**src/include/accdp_pkg.sv**
```systemverilog
/*
 * Shared constants and types of the accumulator add/AND datapath.
 * Assumes a 32-bit AHB-Lite register bus with word-aligned registers.
 */
`default_nettype none

package accdp_pkg;

	// Register byte offsets
	localparam logic [31:0] ADDR_CMD = 32'h0000_0000;
	localparam logic [31:0] ADDR_ACC = 32'h0000_0004;
	localparam logic [31:0] ADDR_FLAGS = 32'h0000_0008;
	localparam logic [31:0] ADDR_MPTR = 32'h0000_000c;
	localparam logic [31:0] ADDR_MDATA = 32'h0000_0010;

	// Command register fields
	localparam int CMD_OP_LSB = 0;
	localparam int CMD_MADDR_LSB = 8;
	localparam int CMD_IMM_LSB = 16;

	// Flag positions in the flag register, and its width
	localparam int FLAG_C = 0;
	localparam int FLAG_HC = 1;
	localparam int FLAG_Z = 2;
	localparam int FLAG_OV = 3;
	localparam int FLAG_W = 4;

	// Values after reset
	localparam logic [7:0] ACC_RST = 8'h00;
	localparam logic [3:0] FLAGS_RST = 4'h0;
	localparam logic [7:0] MEM_RST = 8'h00;

	// Size of a read's wait, in cycles of hclk
	localparam int READ_WAIT_CYC = 1;

	typedef enum logic [1:0] {
		ACCDP_OP_ADD_TO_MEM,
		ACCDP_OP_AND_MEM,
		ACCDP_OP_AND_IMM,
		ACCDP_OP_AND_TO_MEM
	} accdp_op_e;

	typedef enum logic [1:0] {
		ACCDP_BUS_IDLE,
		ACCDP_BUS_WRITE,
		ACCDP_BUS_READ_WAIT,
		ACCDP_BUS_READ_DONE
	} accdp_bus_e;

endpackage : accdp_pkg

`default_nettype wire

```
**src/hdl/accdp_alu.sv**
```systemverilog
/*
 * Combinational arithmetic/logic unit: add and three AND forms.
 * Assumes operands are stable for the cycle in which an operation executes.
 */
`timescale 1ns/10ps
`default_nettype none

module accdp_alu (
	// Operation and operands
	input wire accdp_pkg::accdp_op_e op,
	input wire logic [7:0] acc_val,
	input wire logic [7:0] mem_val,
	input wire logic [7:0] imm_val,
	// Results
	output logic [7:0] result,
	output logic to_mem,
	output logic to_acc,
	output logic [accdp_pkg::FLAG_W-1:0] flags_val,
	output logic [accdp_pkg::FLAG_W-1:0] flags_mask
);

	logic [8:0] sum;
	logic [4:0] low_sum;

	assign sum = {1'b0, acc_val} + {1'b0, mem_val};
	assign low_sum = {1'b0, acc_val[3:0]} + {1'b0, mem_val[3:0]};

	always_comb begin
		result = 8'h00;
		to_mem = 1'b0;
		to_acc = 1'b0;
		flags_val = '0;
		flags_mask = '0;
		case (op)
			accdp_pkg::ACCDP_OP_ADD_TO_MEM: begin
				result = sum[7:0];
				to_mem = 1'b1;
				// Signed overflow: like-signed operands giving an unlike-signed sum
				flags_val[accdp_pkg::FLAG_OV] = (acc_val[7] == mem_val[7]) && (sum[7] != acc_val[7]);
				flags_val[accdp_pkg::FLAG_Z] = (sum[7:0] == 8'h00);
				flags_val[accdp_pkg::FLAG_HC] = low_sum[4];
				flags_val[accdp_pkg::FLAG_C] = sum[8];
				flags_mask = 4'hf;
			end
			accdp_pkg::ACCDP_OP_AND_MEM: begin
				result = acc_val & mem_val;
				to_acc = 1'b1;
				flags_val[accdp_pkg::FLAG_Z] = ((acc_val & mem_val) == 8'h00);
				flags_mask[accdp_pkg::FLAG_Z] = 1'b1;
			end
			accdp_pkg::ACCDP_OP_AND_IMM: begin
				result = acc_val & imm_val;
				to_acc = 1'b1;
				flags_val[accdp_pkg::FLAG_Z] = ((acc_val & imm_val) == 8'h00);
				flags_mask[accdp_pkg::FLAG_Z] = 1'b1;
			end
			accdp_pkg::ACCDP_OP_AND_TO_MEM: begin
				result = mem_val & acc_val;
				to_mem = 1'b1;
				flags_val[accdp_pkg::FLAG_Z] = ((mem_val & acc_val) == 8'h00);
				flags_mask[accdp_pkg::FLAG_Z] = 1'b1;
			end
			default: begin
				result = 8'h00;
			end
		endcase
	end

endmodule : accdp_alu

`default_nettype wire

```
**src/hdl/accdp_mem.sv**
```systemverilog
/*
 * Data memory of flip-flops, one write port and two read ports.
 * Assumes a single write per cycle, chosen by the caller.
 */
`timescale 1ns/10ps
`default_nettype none

module accdp_mem #(
	parameter int DEPTH = 16,
	parameter int AW = 4
) (
	// Clock and reset
	input wire logic clk,
	input wire logic rst_n,
	// Write port
	input wire logic we,
	input wire logic [AW-1:0] waddr,
	input wire logic [7:0] wdata,
	// Read ports
	input wire logic [AW-1:0] raddr_a,
	output logic [7:0] rdata_a,
	input wire logic [AW-1:0] raddr_b,
	output logic [7:0] rdata_b
);

	logic [7:0] mem_q [DEPTH];

	generate
		if (DEPTH != (1 << AW)) begin : g_bad_depth
			$error("accdp_mem: DEPTH must equal 2**AW");
		end
		for (genvar i = 0; i < DEPTH; i++) begin : g_entry
			always_ff @(posedge clk or negedge rst_n) begin
				if (!rst_n) begin
					mem_q[i] <= accdp_pkg::MEM_RST;
				end else if (we && (waddr == AW'(i))) begin
					mem_q[i] <= wdata;
				end
			end
		end
	endgenerate

	assign rdata_a = mem_q[raddr_a];
	assign rdata_b = mem_q[raddr_b];

endmodule : accdp_mem

`default_nettype wire

```
**src/hdl/accdp_top.sv**
```systemverilog
/*
 * Accumulator datapath slice with an AHB-Lite register slave.
 * Software loads operands, issues one operation per command write,
 * and reads back accumulator, flags and data memory.
 * Assumes one AHB-Lite master, hready fed back from hreadyout.
 */
// Register access over AHB-Lite and the placing of the registers were decided locally.
// Overview of operation
// - Add-to-memory: memory byte gets accumulator plus memory; accumulator kept.
// - Add-to-memory updates overflow, zero, half-carry and carry flags.
// - AND-with-memory: accumulator gets accumulator AND memory; zero flag only.
// - AND-with-immediate: accumulator gets accumulator AND immediate; zero flag only.
// - AND-to-memory forms memory byte AND accumulator.
`timescale 1ns/10ps
`default_nettype none

module accdp_top #(
	parameter int DEPTH = 16,
	parameter int AW = 4
) (
	// Clock and reset
	input wire logic hclk,
	input wire logic hresetn,
	// AHB-Lite slave
	input wire logic hsel,
	input wire logic [31:0] haddr,
	input wire logic [1:0] htrans,
	input wire logic hwrite,
	input wire logic [2:0] hsize,
	input wire logic [31:0] hwdata,
	input wire logic hready,
	output logic [31:0] hrdata,
	output logic hreadyout,
	output logic hresp,
	// Datapath state
	output logic [7:0] accumulator,
	output logic overflow_flag,
	output logic zero_flag,
	output logic half_carry_flag,
	output logic carry_flag,
	output logic op_done
);

	generate
		if (AW < 1 || AW > 8) begin : g_bad_aw
			$error("accdp_top: AW must lie in 1..8");
		end
		if (DEPTH != (1 << AW)) begin : g_bad_depth
			$error("accdp_top: DEPTH must equal 2**AW");
		end
		if (accdp_pkg::FLAG_W != 4) begin : g_bad_flags
			$error("accdp_top: the flag register packs exactly four flags");
		end
		if (accdp_pkg::CMD_MADDR_LSB + AW > accdp_pkg::CMD_IMM_LSB) begin : g_bad_cmd
			$error("accdp_top: memory address field runs into the immediate");
		end
		if (accdp_pkg::READ_WAIT_CYC != 1) begin : g_bad_wait
			$error("accdp_top: the bus logic inserts exactly one read wait");
		end
	endgenerate

	// Bus state
	accdp_pkg::accdp_bus_e bus_q;
	accdp_pkg::accdp_bus_e bus_d;
	logic [31:0] addr_q;
	logic [31:0] hrdata_q;
	logic hreadyout_q;
	logic hresp_q;

	// Datapath state
	logic [7:0] acc_q;
	logic [accdp_pkg::FLAG_W-1:0] flags_q;
	logic [AW-1:0] mptr_q;
	logic done_q;

	// Decoded write of the current data phase
	logic wr_phase;
	logic wr_cmd;
	logic wr_acc;
	logic wr_flags;
	logic wr_mptr;
	logic wr_mdata;
	logic accept;

	// Command fields from the write data
	accdp_pkg::accdp_op_e cmd_op;
	logic [AW-1:0] cmd_maddr;
	logic [7:0] cmd_imm;

	// Datapath wiring
	logic [7:0] exec_mem_val;
	logic [7:0] bus_mem_val;
	logic [7:0] alu_result;
	logic alu_to_mem;
	logic alu_to_acc;
	logic [accdp_pkg::FLAG_W-1:0] alu_flags;
	logic [accdp_pkg::FLAG_W-1:0] alu_mask;
	logic mem_we;
	logic [AW-1:0] mem_waddr;
	logic [7:0] mem_wdata;
	logic [31:0] read_val;

	// Address phase is taken only when the bus is ready and a transfer is requested
	assign accept = hsel && htrans[1] && hready;

	assign wr_phase = (bus_q == accdp_pkg::ACCDP_BUS_WRITE);
	assign wr_cmd = wr_phase && (addr_q == accdp_pkg::ADDR_CMD);
	assign wr_acc = wr_phase && (addr_q == accdp_pkg::ADDR_ACC);
	assign wr_flags = wr_phase && (addr_q == accdp_pkg::ADDR_FLAGS);
	assign wr_mptr = wr_phase && (addr_q == accdp_pkg::ADDR_MPTR);
	assign wr_mdata = wr_phase && (addr_q == accdp_pkg::ADDR_MDATA);

	// One command word both names the operation and starts it
	assign cmd_op = accdp_pkg::accdp_op_e'(hwdata[accdp_pkg::CMD_OP_LSB +: 2]);
	assign cmd_maddr = hwdata[accdp_pkg::CMD_MADDR_LSB +: AW];
	assign cmd_imm = hwdata[accdp_pkg::CMD_IMM_LSB +: 8];

	// Next bus state: any accepted address phase starts a data phase
	always_comb begin
		bus_d = accdp_pkg::ACCDP_BUS_IDLE;
		case (bus_q)
			accdp_pkg::ACCDP_BUS_READ_WAIT: begin
				bus_d = accdp_pkg::ACCDP_BUS_READ_DONE;
			end
			accdp_pkg::ACCDP_BUS_IDLE,
			accdp_pkg::ACCDP_BUS_WRITE,
			accdp_pkg::ACCDP_BUS_READ_DONE: begin
				if (accept && hwrite) begin
					bus_d = accdp_pkg::ACCDP_BUS_WRITE;
				end else if (accept) begin
					bus_d = accdp_pkg::ACCDP_BUS_READ_WAIT;
				end
			end
			default: begin
				bus_d = accdp_pkg::ACCDP_BUS_IDLE;
			end
		endcase
	end

	always_ff @(posedge hclk or negedge hresetn) begin
		if (!hresetn) begin
			bus_q <= accdp_pkg::ACCDP_BUS_IDLE;
		end else begin
			bus_q <= bus_d;
		end
	end

	// Captured only when an address phase is taken; held through its data phase
	always_ff @(posedge hclk or negedge hresetn) begin
		if (!hresetn) begin
			addr_q <= 32'h0000_0000;
		end else if (accept && (bus_q != accdp_pkg::ACCDP_BUS_READ_WAIT)) begin
			addr_q <= haddr;
		end
	end

	// Reads wait one cycle so a write finishing on the same edge is seen
	always_ff @(posedge hclk or negedge hresetn) begin
		if (!hresetn) begin
			hreadyout_q <= 1'b1;
		end else begin
			hreadyout_q <= (bus_d != accdp_pkg::ACCDP_BUS_READ_WAIT);
		end
	end

	// Only OKAY is ever answered
	always_ff @(posedge hclk or negedge hresetn) begin
		if (!hresetn) begin
			hresp_q <= 1'b0;
		end else begin
			hresp_q <= 1'b0;
		end
	end

	always_comb begin
		read_val = 32'h0000_0000;
		case (addr_q)
			// Commands are write-only; reading the command word gives zero
			accdp_pkg::ADDR_CMD: begin
				read_val = 32'h0000_0000;
			end
			accdp_pkg::ADDR_ACC: begin
				read_val = {24'h00_0000, acc_q};
			end
			accdp_pkg::ADDR_FLAGS: begin
				read_val = {28'h000_0000, flags_q};
			end
			accdp_pkg::ADDR_MPTR: begin
				read_val = {{(32 - AW){1'b0}}, mptr_q};
			end
			accdp_pkg::ADDR_MDATA: begin
				read_val = {24'h00_0000, bus_mem_val};
			end
			default: begin
				read_val = 32'h0000_0000;
			end
		endcase
	end

	// Held until the next read, so a master may pick it up late
	always_ff @(posedge hclk or negedge hresetn) begin
		if (!hresetn) begin
			hrdata_q <= 32'h0000_0000;
		end else if (bus_q == accdp_pkg::ACCDP_BUS_READ_WAIT) begin
			hrdata_q <= read_val;
		end
	end

	// Operand fetch and the single write port of data memory
	accdp_mem #(
		.DEPTH(DEPTH),
		.AW(AW)
	) u_mem (
		.clk(hclk),
		.rst_n(hresetn),
		.we(mem_we),
		.waddr(mem_waddr),
		.wdata(mem_wdata),
		.raddr_a(cmd_maddr),
		.rdata_a(exec_mem_val),
		.raddr_b(mptr_q),
		.rdata_b(bus_mem_val)
	);

	accdp_alu u_alu (
		.op(cmd_op),
		.acc_val(acc_q),
		.mem_val(exec_mem_val),
		.imm_val(cmd_imm),
		.result(alu_result),
		.to_mem(alu_to_mem),
		.to_acc(alu_to_acc),
		.flags_val(alu_flags),
		.flags_mask(alu_mask)
	);

	// A command and a memory-data write never share a data phase
	always_comb begin
		mem_we = 1'b0;
		mem_waddr = mptr_q;
		mem_wdata = hwdata[7:0];
		if (wr_cmd && alu_to_mem) begin
			mem_we = 1'b1;
			mem_waddr = cmd_maddr;
			mem_wdata = alu_result;
		end else if (wr_mdata) begin
			mem_we = 1'b1;
		end
	end

	// Accumulator changes only on AND into it or a direct write
	always_ff @(posedge hclk or negedge hresetn) begin
		if (!hresetn) begin
			acc_q <= accdp_pkg::ACC_RST;
		end else if (wr_cmd && alu_to_acc) begin
			acc_q <= alu_result;
		end else if (wr_acc) begin
			acc_q <= hwdata[7:0];
		end
	end

	// Only the flags an operation names change; the rest hold
	always_ff @(posedge hclk or negedge hresetn) begin
		if (!hresetn) begin
			flags_q <= accdp_pkg::FLAGS_RST;
		end else if (wr_cmd) begin
			flags_q <= (flags_q & ~alu_mask) | (alu_flags & alu_mask);
		end else if (wr_flags) begin
			flags_q <= hwdata[accdp_pkg::FLAG_W-1:0];
		end
	end

	// Only the low AW bits are kept, so the pointer wraps within the memory
	always_ff @(posedge hclk or negedge hresetn) begin
		if (!hresetn) begin
			mptr_q <= '0;
		end else if (wr_mptr) begin
			mptr_q <= hwdata[AW-1:0];
		end
	end

	// Back-to-back commands keep the strobe high for as many cycles
	always_ff @(posedge hclk or negedge hresetn) begin
		if (!hresetn) begin
			done_q <= 1'b0;
		end else begin
			done_q <= wr_cmd;
		end
	end

	assign hrdata = hrdata_q;
	assign hreadyout = hreadyout_q;
	assign hresp = hresp_q;
	assign accumulator = acc_q;
	assign overflow_flag = flags_q[accdp_pkg::FLAG_OV];
	assign zero_flag = flags_q[accdp_pkg::FLAG_Z];
	assign half_carry_flag = flags_q[accdp_pkg::FLAG_HC];
	assign carry_flag = flags_q[accdp_pkg::FLAG_C];
	assign op_done = done_q;

endmodule : accdp_top

`default_nettype wire

```
**config.mk**
```make
export PLATFORM = sky130hd
export DESIGN_NAME = accdp_top
export DESIGN_NICKNAME = d
export VERILOG_FILES = /design/src/include/accdp_pkg.sv /design/src/hdl/accdp_alu.sv /design/src/hdl/accdp_mem.sv /design/src/hdl/accdp_top.sv
export SDC_FILE = /design/constraint.sdc
export NUM_CORES = 1
export LEC_CHECK = 0
export ABC_CLOCK_PERIOD_IN_PS = 7200
export BUFFER_PORTS_ARGS = -buffer_cell sky130_fd_sc_hd__clkbuf_2
export CAP_MARGIN = 20
export CORE_MARGIN = 2
export CORE_UTILIZATION = 55
export CTS_CLUSTER_SIZE = 30
export DETAILED_ROUTE_END_ITERATION = 8
export GPL_TIMING_DRIVEN = 0
export PLACE_DENSITY = 0.85
export SYNTH_ARGS = -nofsm -noshare
export SYNTH_HDL_FRONTEND = slang
export SYNTH_SLANG_ARGS = --single-unit
```
**constraint.sdc**
```tcl
create_clock -name hclk -period 7.2 [get_ports hclk]
set_clock_uncertainty 0.2 [all_clocks]
set_input_delay 0.36 -clock hclk [delete_from_list [all_inputs] [get_ports hclk]]
set_output_delay 0.36 -clock hclk [all_outputs]
set_load 0.05 [all_outputs]
```
=== Word-level counts from Yosys, hierarchy flattened ===
Index checks and enable logic that the tools add are counted.

* Register bits after elaboration: 212
* Input bits: 74

* Add/sub/neg operators: 2
* Magnitude comparators: 2
* Eq/ne operators: 29
* Muxes and demuxes: 27
* Bitwise logic cells: 8
* Reduce and logical (&&, ||, !) cells: 42

{| class="wikitable"
|+ Operators with widths
! kind !! count
|-
| 8-bit binary-select mux with 4-bit select || 2
|-
| 32-bit by 4-bit equality test with 1-bit output (second input constant) || 2
|-
| 8-bit two-way mux || 7
|-
| 32-bit by 3-bit equality test with 1-bit output (second input constant) || 1
|-
| 32-bit by 5-bit equality test with 1-bit output (second input constant) || 1
|-
| 4-bit equality test (second input constant) || 8
|-
| 32-bit logical NOT || 1
|-
| 8-bit case mux with 4 select lines || 1
|-
| 1-bit logical AND || 28
|-
| 8-bit logical NOT || 3
|-
| 8-bit case mux with 3 select lines || 1
|-
| 8-bit AND || 2
|-
| 4-bit by 3-bit equality test with 1-bit output (second input constant) || 4
|-
| 4-bit two-way mux || 3
|-
| 5-bit >= comparator (second input constant) || 2
|-
| 4-bit inverter with 5-bit output || 2
|-
| 8-bit by 8-bit adder with 9-bit output || 1
|-
| 4-bit AND || 2
|-
| 2-bit equality test (second input constant) || 4
|-
| 4-bit by 2-bit equality test with 1-bit output (second input constant) || 2
|-
| 2-bit two-way mux || 4
|-
| 1-bit two-way mux || 7
|-
| 2-bit OR reduction || 3
|-
| 4-bit by 4-bit adder with 5-bit output || 1
|-
| 14 further kinds || 18
|}

=== Longest topological paths before layout ===
Gate-level depths: netlist of run 1.

* Depth after elaboration: 11
* Gate-level depth with buffers: 13
* Gate-level depth less buffers: 10

=== Modules after synthesis ===
From an unflattened synthesis of run 1, not the netlist that was laid out.

* Cell total of the unflattened synthesis: 816
* Area, all modules: 10,926.7 µm²

{| class="wikitable"
|+ Modules (own cells, without submodules)
! module !! instances !! cells an instance !! area each (µm²) !! seq. area each (µm²)
|-
| accdp_mem || 1 || 434 || 6,937.9 || 3,203.1
|-
| accdp_top || 1 || 284 || 3,280.6 || 1,502.7
|-
| accdp_alu || 1 || 98 || 708.2 || 0.0
|}

=== Least setup slack after synthesis of run 1 ===
Ideal clock, no wire load.

* Kind: input-to-reg
* Start: input port hwdata[8]
* End: register flags_q[2] in the netlist's numbering
* Library setup time: 77 ps
* Arrival time: 4,507 ps
* Data required time: 6,923 ps
* Path slack: 2,416 ps
* Stages: 12
* Path buffers: 2
* Cell sequence: clkbuf_1 buf_1 mux4_2 mux4_2 ha_1 fa_1 a21o_1 a21oi_1 xnor2_1 or4b_2 or4_1 a21oi_1

* Longest elaborated chain between the ends: 10
* Elaborated cells on any way between the ends: 12

{| class="wikitable"
|+ Ends and longest elaborated chain
! what !! RTL line !! RTL
|-
| from (decl) || accdp_top.sv:30 || <nowiki>input wire logic [31:0] hwdata,</nowiki>
|-
| 4-bit inverter with 5-bit output (implied by the code) * || accdp_mem.sv:43 || <nowiki>assign rdata_a = mem_q[raddr_a];</nowiki>
|-
| 8-bit binary-select mux with 4-bit select * || accdp_mem.sv:43 ||
|-
| 8-bit two-way mux (implied by the code) * (2 in a row) || accdp_mem.sv:43 ||
|-
| 8-bit by 8-bit adder with 9-bit output / 8-bit AND (equally long branches) || accdp_alu.sv:25, accdp_alu.sv:48, accdp_alu.sv:60 ||
|-
| 8-bit logical NOT (on tied branches) || accdp_alu.sv:40, accdp_alu.sv:48, accdp_alu.sv:60 ||
|-
| 1-bit case mux with 3 select lines * || accdp_alu.sv:34 || <nowiki>case (op)</nowiki>
|-
| 4-bit AND * || accdp_top.sv:267 || <nowiki>flags_q <= (flags_q & ~alu_mask) | (alu_flags & alu_mask);</nowiki>
|-
| 4-bit OR * || accdp_top.sv:267 ||
|-
| 4-bit two-way mux * || accdp_top.sv:266 || <nowiki>end else if (wr_cmd) begin</nowiki>
|-
| to (signal assigned) || accdp_top.sv:265 || <nowiki>flags_q <= accdp_pkg::FLAGS_RST;</nowiki>
|-
| to (signal assigned) || accdp_top.sv:267 ||
|-
| to (signal assigned) || accdp_top.sv:269 || <nowiki>flags_q <= hwdata[accdp_pkg::FLAG_W-1:0];</nowiki>
|-
| to (decl) || accdp_top.sv:72 || <nowiki>logic [accdp_pkg::FLAG_W-1:0] flags_q;</nowiki>
|}

Every way passes the cells marked *; elsewhere a longest branch is shown, timed or not. The select of a mux whose other input is x is not followed.
A chain may end at the register's enable or synchronous reset.

=== Worst setup path in the final report of run 1 ===
* Start: input port hwdata[8]
* End: register u_mem.mem_q[100] in the netlist's numbering

* Longest elaborated chain between the ends: 7
* Elaborated cells on any way between the ends: 11

{| class="wikitable"
|+ Ends and longest elaborated chain
! what !! RTL line !! RTL
|-
| 4-bit inverter with 5-bit output (implied by the code) || accdp_mem.sv:43 ||
|-
| 8-bit binary-select mux with 4-bit select || accdp_mem.sv:43 ||
|-
| 8-bit two-way mux (implied by the code) (2 in a row) || accdp_mem.sv:43 ||
|-
| 8-bit by 8-bit adder with 9-bit output / 8-bit AND (equally long branches) || accdp_alu.sv:25, accdp_alu.sv:46, accdp_alu.sv:58 ||
|-
| 8-bit case mux with 3 select lines || accdp_alu.sv:34 ||
|-
| 8-bit two-way mux || accdp_top.sv:242 || <nowiki>if (wr_cmd && alu_to_mem) begin</nowiki>
|-
| to (signal, indexed assignment) || accdp_mem.sv:35 || <nowiki>mem_q[i] <= accdp_pkg::MEM_RST;</nowiki>
|-
| to (signal, indexed assignment) || accdp_mem.sv:37 || <nowiki>mem_q[i] <= wdata;</nowiki>
|-
| to (decl) || accdp_mem.sv:26 || <nowiki>logic [7:0] mem_q [DEPTH];</nowiki>
|}

Several ways; a longest one is shown, not always the timed one. The select of a mux whose other input is x is not followed.

==> metrics.csv, run 1 <==
metric,value,unit
initial_utilization,55.5,%
gp_congestion,0.898,
finalSetupViolCount,0,
final.setup.tns,0,ns
crit_fanout,10,
cts-root-buf,clkbuf_16,
synth_compound_area_share,5.62,%
grt.busiest_layer,met2,
htreeDepth,4,
drt_iter0_markers,976,
critical_path_class,input port to register,
layout_common_cells,"187 x dfrtp_1, 149 x mux2_2, 78 x mux4_2",
overflow,0,
arrival,6.01,ns
cap_violations,0,
netlist_area,10700,µm²
drive_above_1_share,44.2,%
yosysUniqueCellTypes,64,
start_kind,input port,
vias,7865,
fmax,171,MHz
routedWlPerCell,25.3,µm
use_met2,48.8,%
ios,121,
post_cts_buffers,0,
yosys_most_used_dff,dfrtp_1,
leakage,5.63,nW
die_h,143,µm
synth_cells,773,
whs,0.00599,ns
use_met1,37.4,%
die_area,20600,µm²
dieWidth,143,µm
yosys_warnings,0,
hpwlAfterDp,19.4,mm
synthSimpleGateAreaFrac,8.07,%
synth_edf_count,0,
synth_mux_area_share,36.2,%
synthAdderAreaFrac,1.71,%
synth_area_per_cell,13.8,µm²
cts_resized,0,
vias_per_cell,6.50,
clk_pin_slew_worst_paths,0.07,ns
status,completed,
grt_max_degree,96,
drv_slew,0,
endpoint_kind,register,
numCtsBuffers,17,
cts_tree,done,
grt_pass1_vias,8055,
clock_latency,0.44,ns
nets,1020,
port_buffers,78,
synth_top_family_by_area,multiplexers,
hp-class,input port to register,
grt_pass1_wl,46.0,mm
routed_wl,30.6,mm
diodes,0,
rsz0062_at_grt,false,
ys_ff_latch,188,
final_cells,1210,
core_area,19300,µm²
first_pass_iters,6,
dp_cells,1141,
cts_hold_buf,35,
cts_max_path_buffers,2,
async_flop_share,100,%
final.min_clock_period,5.83,ns
antenna_found_initial,1,
cts_sinks,188,
syn2layout_area_growth,16.9,%
worst_slew_pin_slew,1.21,ns
ir_drop,0.000158,V
fin_crit_sh,81.0,%
synth_xor_area_share,0.409,%
worstPathRequired,7.38,ns
rows,51,
drc,0,
relSlewSlack,18.5,%
drtAntennaViolNets,0,
track_usage,30.4,%
power_density,215,nW/µm²
met3_usage,7.53,%
final_common_cell,dfrtp_1,
hold_viol,0,
ys_seq_area_share,44.0,%
-- area by class of cell --
type,count,area [µm²]
Fill cell,1325,6760
Multi-Input combinational cell,529,5660
Sequential cell,188,4710
Timing Repair Buffer,116,793
Clock buffer,17,425
Buffer,76,408
Tap cell,265,332
Clock inverter,15,166
Inverter,4,15.0
-- power by group --
| part | internal [mW] | switching, mW |
|---|---|---|
| registers | 1.16 | 0.0992 |
| clock network | 0.490 | 0.454 |
| logic | 0.188 | 0.298 |
-- logic make-up (layout without fill, tap and decap cells) --
logic type | count (synthesis) | after routing
flops | 188 | 188
simple gates | 136 | 136
other cells | 1 | 25
compound gates | 87 | 87
fa+ha+maj | 14 | 14
xor+xnor | 5 | 5
buf+inv | 80 | 228
mux | 262 | 262
-- path summary, 6_finish.rpt --
kind	from	endpoint	slack, ns	cells after the start
max	hwdata[8]	u_mem.mem_q[100]$_DFFE_PN0P_	1.37	13
min reg2reg	u_mem.mem_q[95]$_DFFE_PN0P_	u_mem.mem_q[95]$_DFFE_PN0P_	0.31	1
max in group asynchronous	hresetn	u_mem.mem_q[111]$_DFFE_PN0P_	5.48	3
max reg2reg	u_mem.mem_q[96]$_DFFE_PN0P_	u_mem.mem_q[100]$_DFFE_PN0P_	2.45	11
min	hsel	bus_q[0]$_DFF_PN0_	0.006	2
min in group asynchronous	hresetn	addr_q[22]$_DFFE_PN0P_	0.34	2
-- synth_stat cells, types with 3 or more instances --
cell type | number | area, µm²
a211oi_1 | 7 | 52.6
a21oi_1 | 26 | 130
a222oi_1 | 5 | 50.1
a22oi_1 | 5 | 37.5
a32oi_1 | 4 | 35.0
buf_1 | 7 | 26.3
buf_4 | 26 | 195
buf_6 | 3 | 33.8
clkbuf_1 | 38 | 143
dfrtp_1 | 187 | 4680
ha_1 | 13 | 163
inv_1 | 4 | 15.0
mux2_1 | 5 | 56.3
mux2_2 | 149 | 1680
mux2_4 | 17 | 255
mux2i_1 | 13 | 130
mux4_2 | 78 | 1760
nand2_1 | 29 | 109
nand2b_1 | 6 | 37.5
nand3_1 | 8 | 40.0
nand3b_1 | 5 | 37.5
nand4_1 | 4 | 25.0
nor2_1 | 20 | 75.1
nor2_2 | 8 | 50.1
nor2_4 | 4 | 45.0
nor2b_1 | 10 | 62.6
nor3_1 | 7 | 35.0
nor3b_1 | 8 | 60.1
nor4_1 | 6 | 37.5
nor4_2 | 4 | 50.1
nor4_4 | 4 | 85.1
o211ai_1 | 5 | 37.5
o21ai_0 | 17 | 85.1
or4_1 | 3 | 22.5
xnor2_1 | 3 | 26.3
-- critical path: stages --
cell,delay [ns]
clkbuf_1,0.51
buf_1,0.90
mux4_2,0.61
mux4_2,0.50
ha_1,0.28
fa_1,0.47
a21o_1,0.18
a21oi_1,0.25
xnor2_1,0.20
a21oi_1,0.14
o21ai_0,0.88
clkbuf_1,0.46
mux2_2,0.26
-- through the flow --
step	utilization, %	power, mW	area (µm²)	setup slack (ns)
final	64.9	2.69	12500	1.37
after global routing	64.9	2.77	12500	1.23
after CTS	64.8	2.67	12500	1.49
after detailed placement	59.9	1.72	11500	1.10
after global placement	59.7	1.70	11500	1.18
after floorplan	-	1.58	10800	2.42
-- state kept, by name (all words and copies together) (netlist names), named ones only --
name	cells
bus_q	2
op_done	1
u_mem.mem_q	128
addr_q	32
hrdata	8
mptr_q	4
hreadyout	1
flags_q	1
accumulator	8
-- metal layers --
| metal | routed length, µm | vias to the layer above |
|---|---|---|
| li1 | - | 3242 |
| met1 | 11200 | 3959 |
| met2 | 14700 | 525 |
| met3 | 2960 | 137 |
| met4 | 1740 | 2 |
| met5 | 17 | - |
Power figures use the tool's default switching activity.
==> inputs of run 2 (changes only) <==
--- a/config.mk
+++ b/config.mk
@@ -5,15 +5,15 @@
 export SDC_FILE = /design/constraint.sdc
 export NUM_CORES = 1
 export LEC_CHECK = 0
-export ABC_CLOCK_PERIOD_IN_PS = 7200
+export ABC_CLOCK_PERIOD_IN_PS = 5100
 export BUFFER_PORTS_ARGS = -buffer_cell sky130_fd_sc_hd__clkbuf_2
 export CAP_MARGIN = 20
 export CORE_MARGIN = 2
-export CORE_UTILIZATION = 55
+export CORE_UTILIZATION = 54
 export CTS_CLUSTER_SIZE = 30
 export DETAILED_ROUTE_END_ITERATION = 8
 export GPL_TIMING_DRIVEN = 0
-export PLACE_DENSITY = 0.85
+export PLACE_DENSITY = 0.86
 export SYNTH_ARGS = -nofsm -noshare
 export SYNTH_HDL_FRONTEND = slang
 export SYNTH_SLANG_ARGS = --single-unit
==> constraint.sdc (replaced) <==
create_clock -name hclk -period 5.1 [get_ports hclk]
set_clock_uncertainty 0.2 [all_clocks]
set_input_delay 0.255 -clock hclk [delete_from_list [all_inputs] [get_ports hclk]]
set_output_delay 0.255 -clock hclk [all_outputs]
set_load 0.05 [all_outputs]
==> metrics.csv, run 2 (synthesis gave the netlist of run 1 again) <==
metric,value,unit
status,completed,
hp-class,input port to register,
port_buffers,78,
vias_per_cell,6.67,
cp-startpoint,hwdata[8],
post_cts_buffers,0,
crit_fanout,10,
leakage,5.72,nW
swShare,32.5,%
first_pass_iters,5,
cts-root-buf,clkbuf_16,
p_seq_share,46.5,%
dp_cells,1141,
gp_congestion,0.961,
grt_pass1_wl,47.8,mm
rsz0062_at_grt,false,
hpwlAfterDp,19.3,mm
routedWlPerCell,26.1,µm
cts_sinks,188,
arrival,5.03,ns
drtAntennaViolNets,0,
p_switching,1.24,mW
overflow,0,
routed_wl,32.0,mm
internal-power,2.58,mW
reg_top3,"u_mem.mem_q x128, addr_q x32",
power_density,302,nW/µm²
antenna_found_initial,1,
rr_worst_depth,11,
critical_path_class,input port to register,
final_common_cell,dfrtp_1,
hold_viol,0,
grt_pass1_vias,8392,
ios,121,
numCtsBuffers,17,
ff_latch_area,4710,µm²
worst_slew_pin_slew,1.01,ns
initial_utilization,55.0,%
nets,1032,
pre_cts_slack,-0.838,ns
clockPowerShare,35.0,%
setup_slack,0.255,ns
cap_violations,0,
rrSetupSlack,0.68,ns
start_kind,input port,
num-fill-cells,1237,
drive_above_1_share,44.5,%
core_area,19500,µm²
final_cells,1223,
vias,8160,
cts_tree,done,
hp-start,hwdata[21],
rows,51,
cts_max_path_buffers,2,
fmax,206,MHz
place_area,11500,µm²
relSlewSlack,32.3,%
drc,0,
comb_power_share,18.5,%
syn2layout_area_growth,18.4,%
multi_input_area,5680,µm²
die_area,21000,µm²
layout_common_cells,"187 x dfrtp_1, 149 x mux2_2, 82 x clkbuf_2",
fin_crit_sh,95.0,%
reg2reg_to,u_mem.mem_q[92]$_DFFE_PN0P_,
grt_max_degree,109,
r2r-start,u_mem.mem_q[120]$_DFFE_PN0P_,
worstPathRequired,5.28,ns
largest_reg_flops,128,
final.min_clock_period,4.84,ns
largest_register,u_mem.mem_q,
drv_slew,0,
ir_drop,0.000193,V
finalSetupViolCount,0,
drt_iter0_markers,774,
clk_pin_slew_worst_paths,0.08,ns
htreeDepth,4,
endpoint_kind,register,
track_usage,31.4,%
dieWidth,145,µm
crit_end,u_mem.mem_q[92]$_DFFE_PN0P_,
postLayoutCellArea,12700,µm²
clock_latency,0.45,ns
die_h,145,µm
==> run 2: cell types whose count changed in the layout (fill, tap and decap cells not counted), sizes merged <==
cell / before / now
clkinvlp: 3 / 0
clkdlybuf4s15: 0 / 3
buf: 41 / 36
clkbuf: 133 / 135
inv: 7 / 13
diode: 0 / 1
dlygate4sd3: 35 / 47
bufinv: 1 / 0
clkinv: 8 / 6
==> run 2: worst min path at each step <==
| stage | slack [ns] | to | cells past startpoint |
|---|---|---|---|
| floorplan | -0.24 | async pin | 0 |
| CTS | 0.003 | accumulator[5]$_DFFE_PN0P_ | 5 |
| detailed placement | 0.15 | addr_q[20]$_DFFE_PN0P_ | 1 |
| finish | 0.02 | accumulator[5]$_DFFE_PN0P_ | 5 |
| global placement | 0.28 | bus_q[1]$_DFF_PN0_ | 2 |
| global route | 0.08 | accumulator[5]$_DFFE_PN0P_ | 5 |
==> run 2: per-layer routing <==
layer / part of all wire (%) / vias to the layer above / global-route usage [%]
met5: 0 / - / 0
met4: 6.4 / 0 / 19.9
met3: 11 / 172 / 10.7
met2: 47 / 648 / 50.4
met1: 36 / 4061 / 36.1
li1: - / 3279 / -
==> run 2: what timing repair did <==
item,CTS,global route
gates resized for setup,8,11
hold buffers,47,0
setup endpoints to repair,43,30
hold endpoints to repair,127,0
==> run 2: final cells by class <==
cell class,count,area share [%]
Antenna cell,1,0.0197
Buffer,76,3.44
Clock buffer,17,3.36
Clock inverter,15,1.34
Inverter,4,0.118
Multi-Input combinational cell,529,44.8
Sequential cell,188,37.1
Tap cell,265,2.62
Timing Repair Buffer,128,7.18
==> run 2: stage by stage <==
step	TNS [ns]	hold WS, ns	util [%]	total power, mW
floorplan	0	-0.241	-	2.23
finish	0	0.0171	65.1	3.82
global placement	-33.20	0.279	59.2	2.40
CTS	0	0.00337	65.0	3.78
global route	0	0.0771	65.1	3.94
detailed placement	-35.42	0.150	59.3	2.43
==> run 2: worst max-delay path, cell delays in order <==
cell and delay, ns:
clkbuf_2 0.29, clkdlybuf4s15_2 0.63, mux4_2 0.60, mux4_2 0.50
ha_1 0.27, fa_1 0.47, a21o_1 0.18, a21oi_1 0.26
xnor2_1 0.19, a21oi_1 0.14, o21ai_1 0.54, clkbuf_1 0.43
mux2_2 0.26
==> run 2: power groups by stage <==
stage	registers [mW]	logic [mW]	clock network, mW
after floorplan	1.88	0.350	0
after global placement	1.78	0.621	0
after detailed placement	1.79	0.642	0
after CTS	1.76	0.681	1.34
after global routing	1.79	0.750	1.40
final	1.78	0.707	1.34
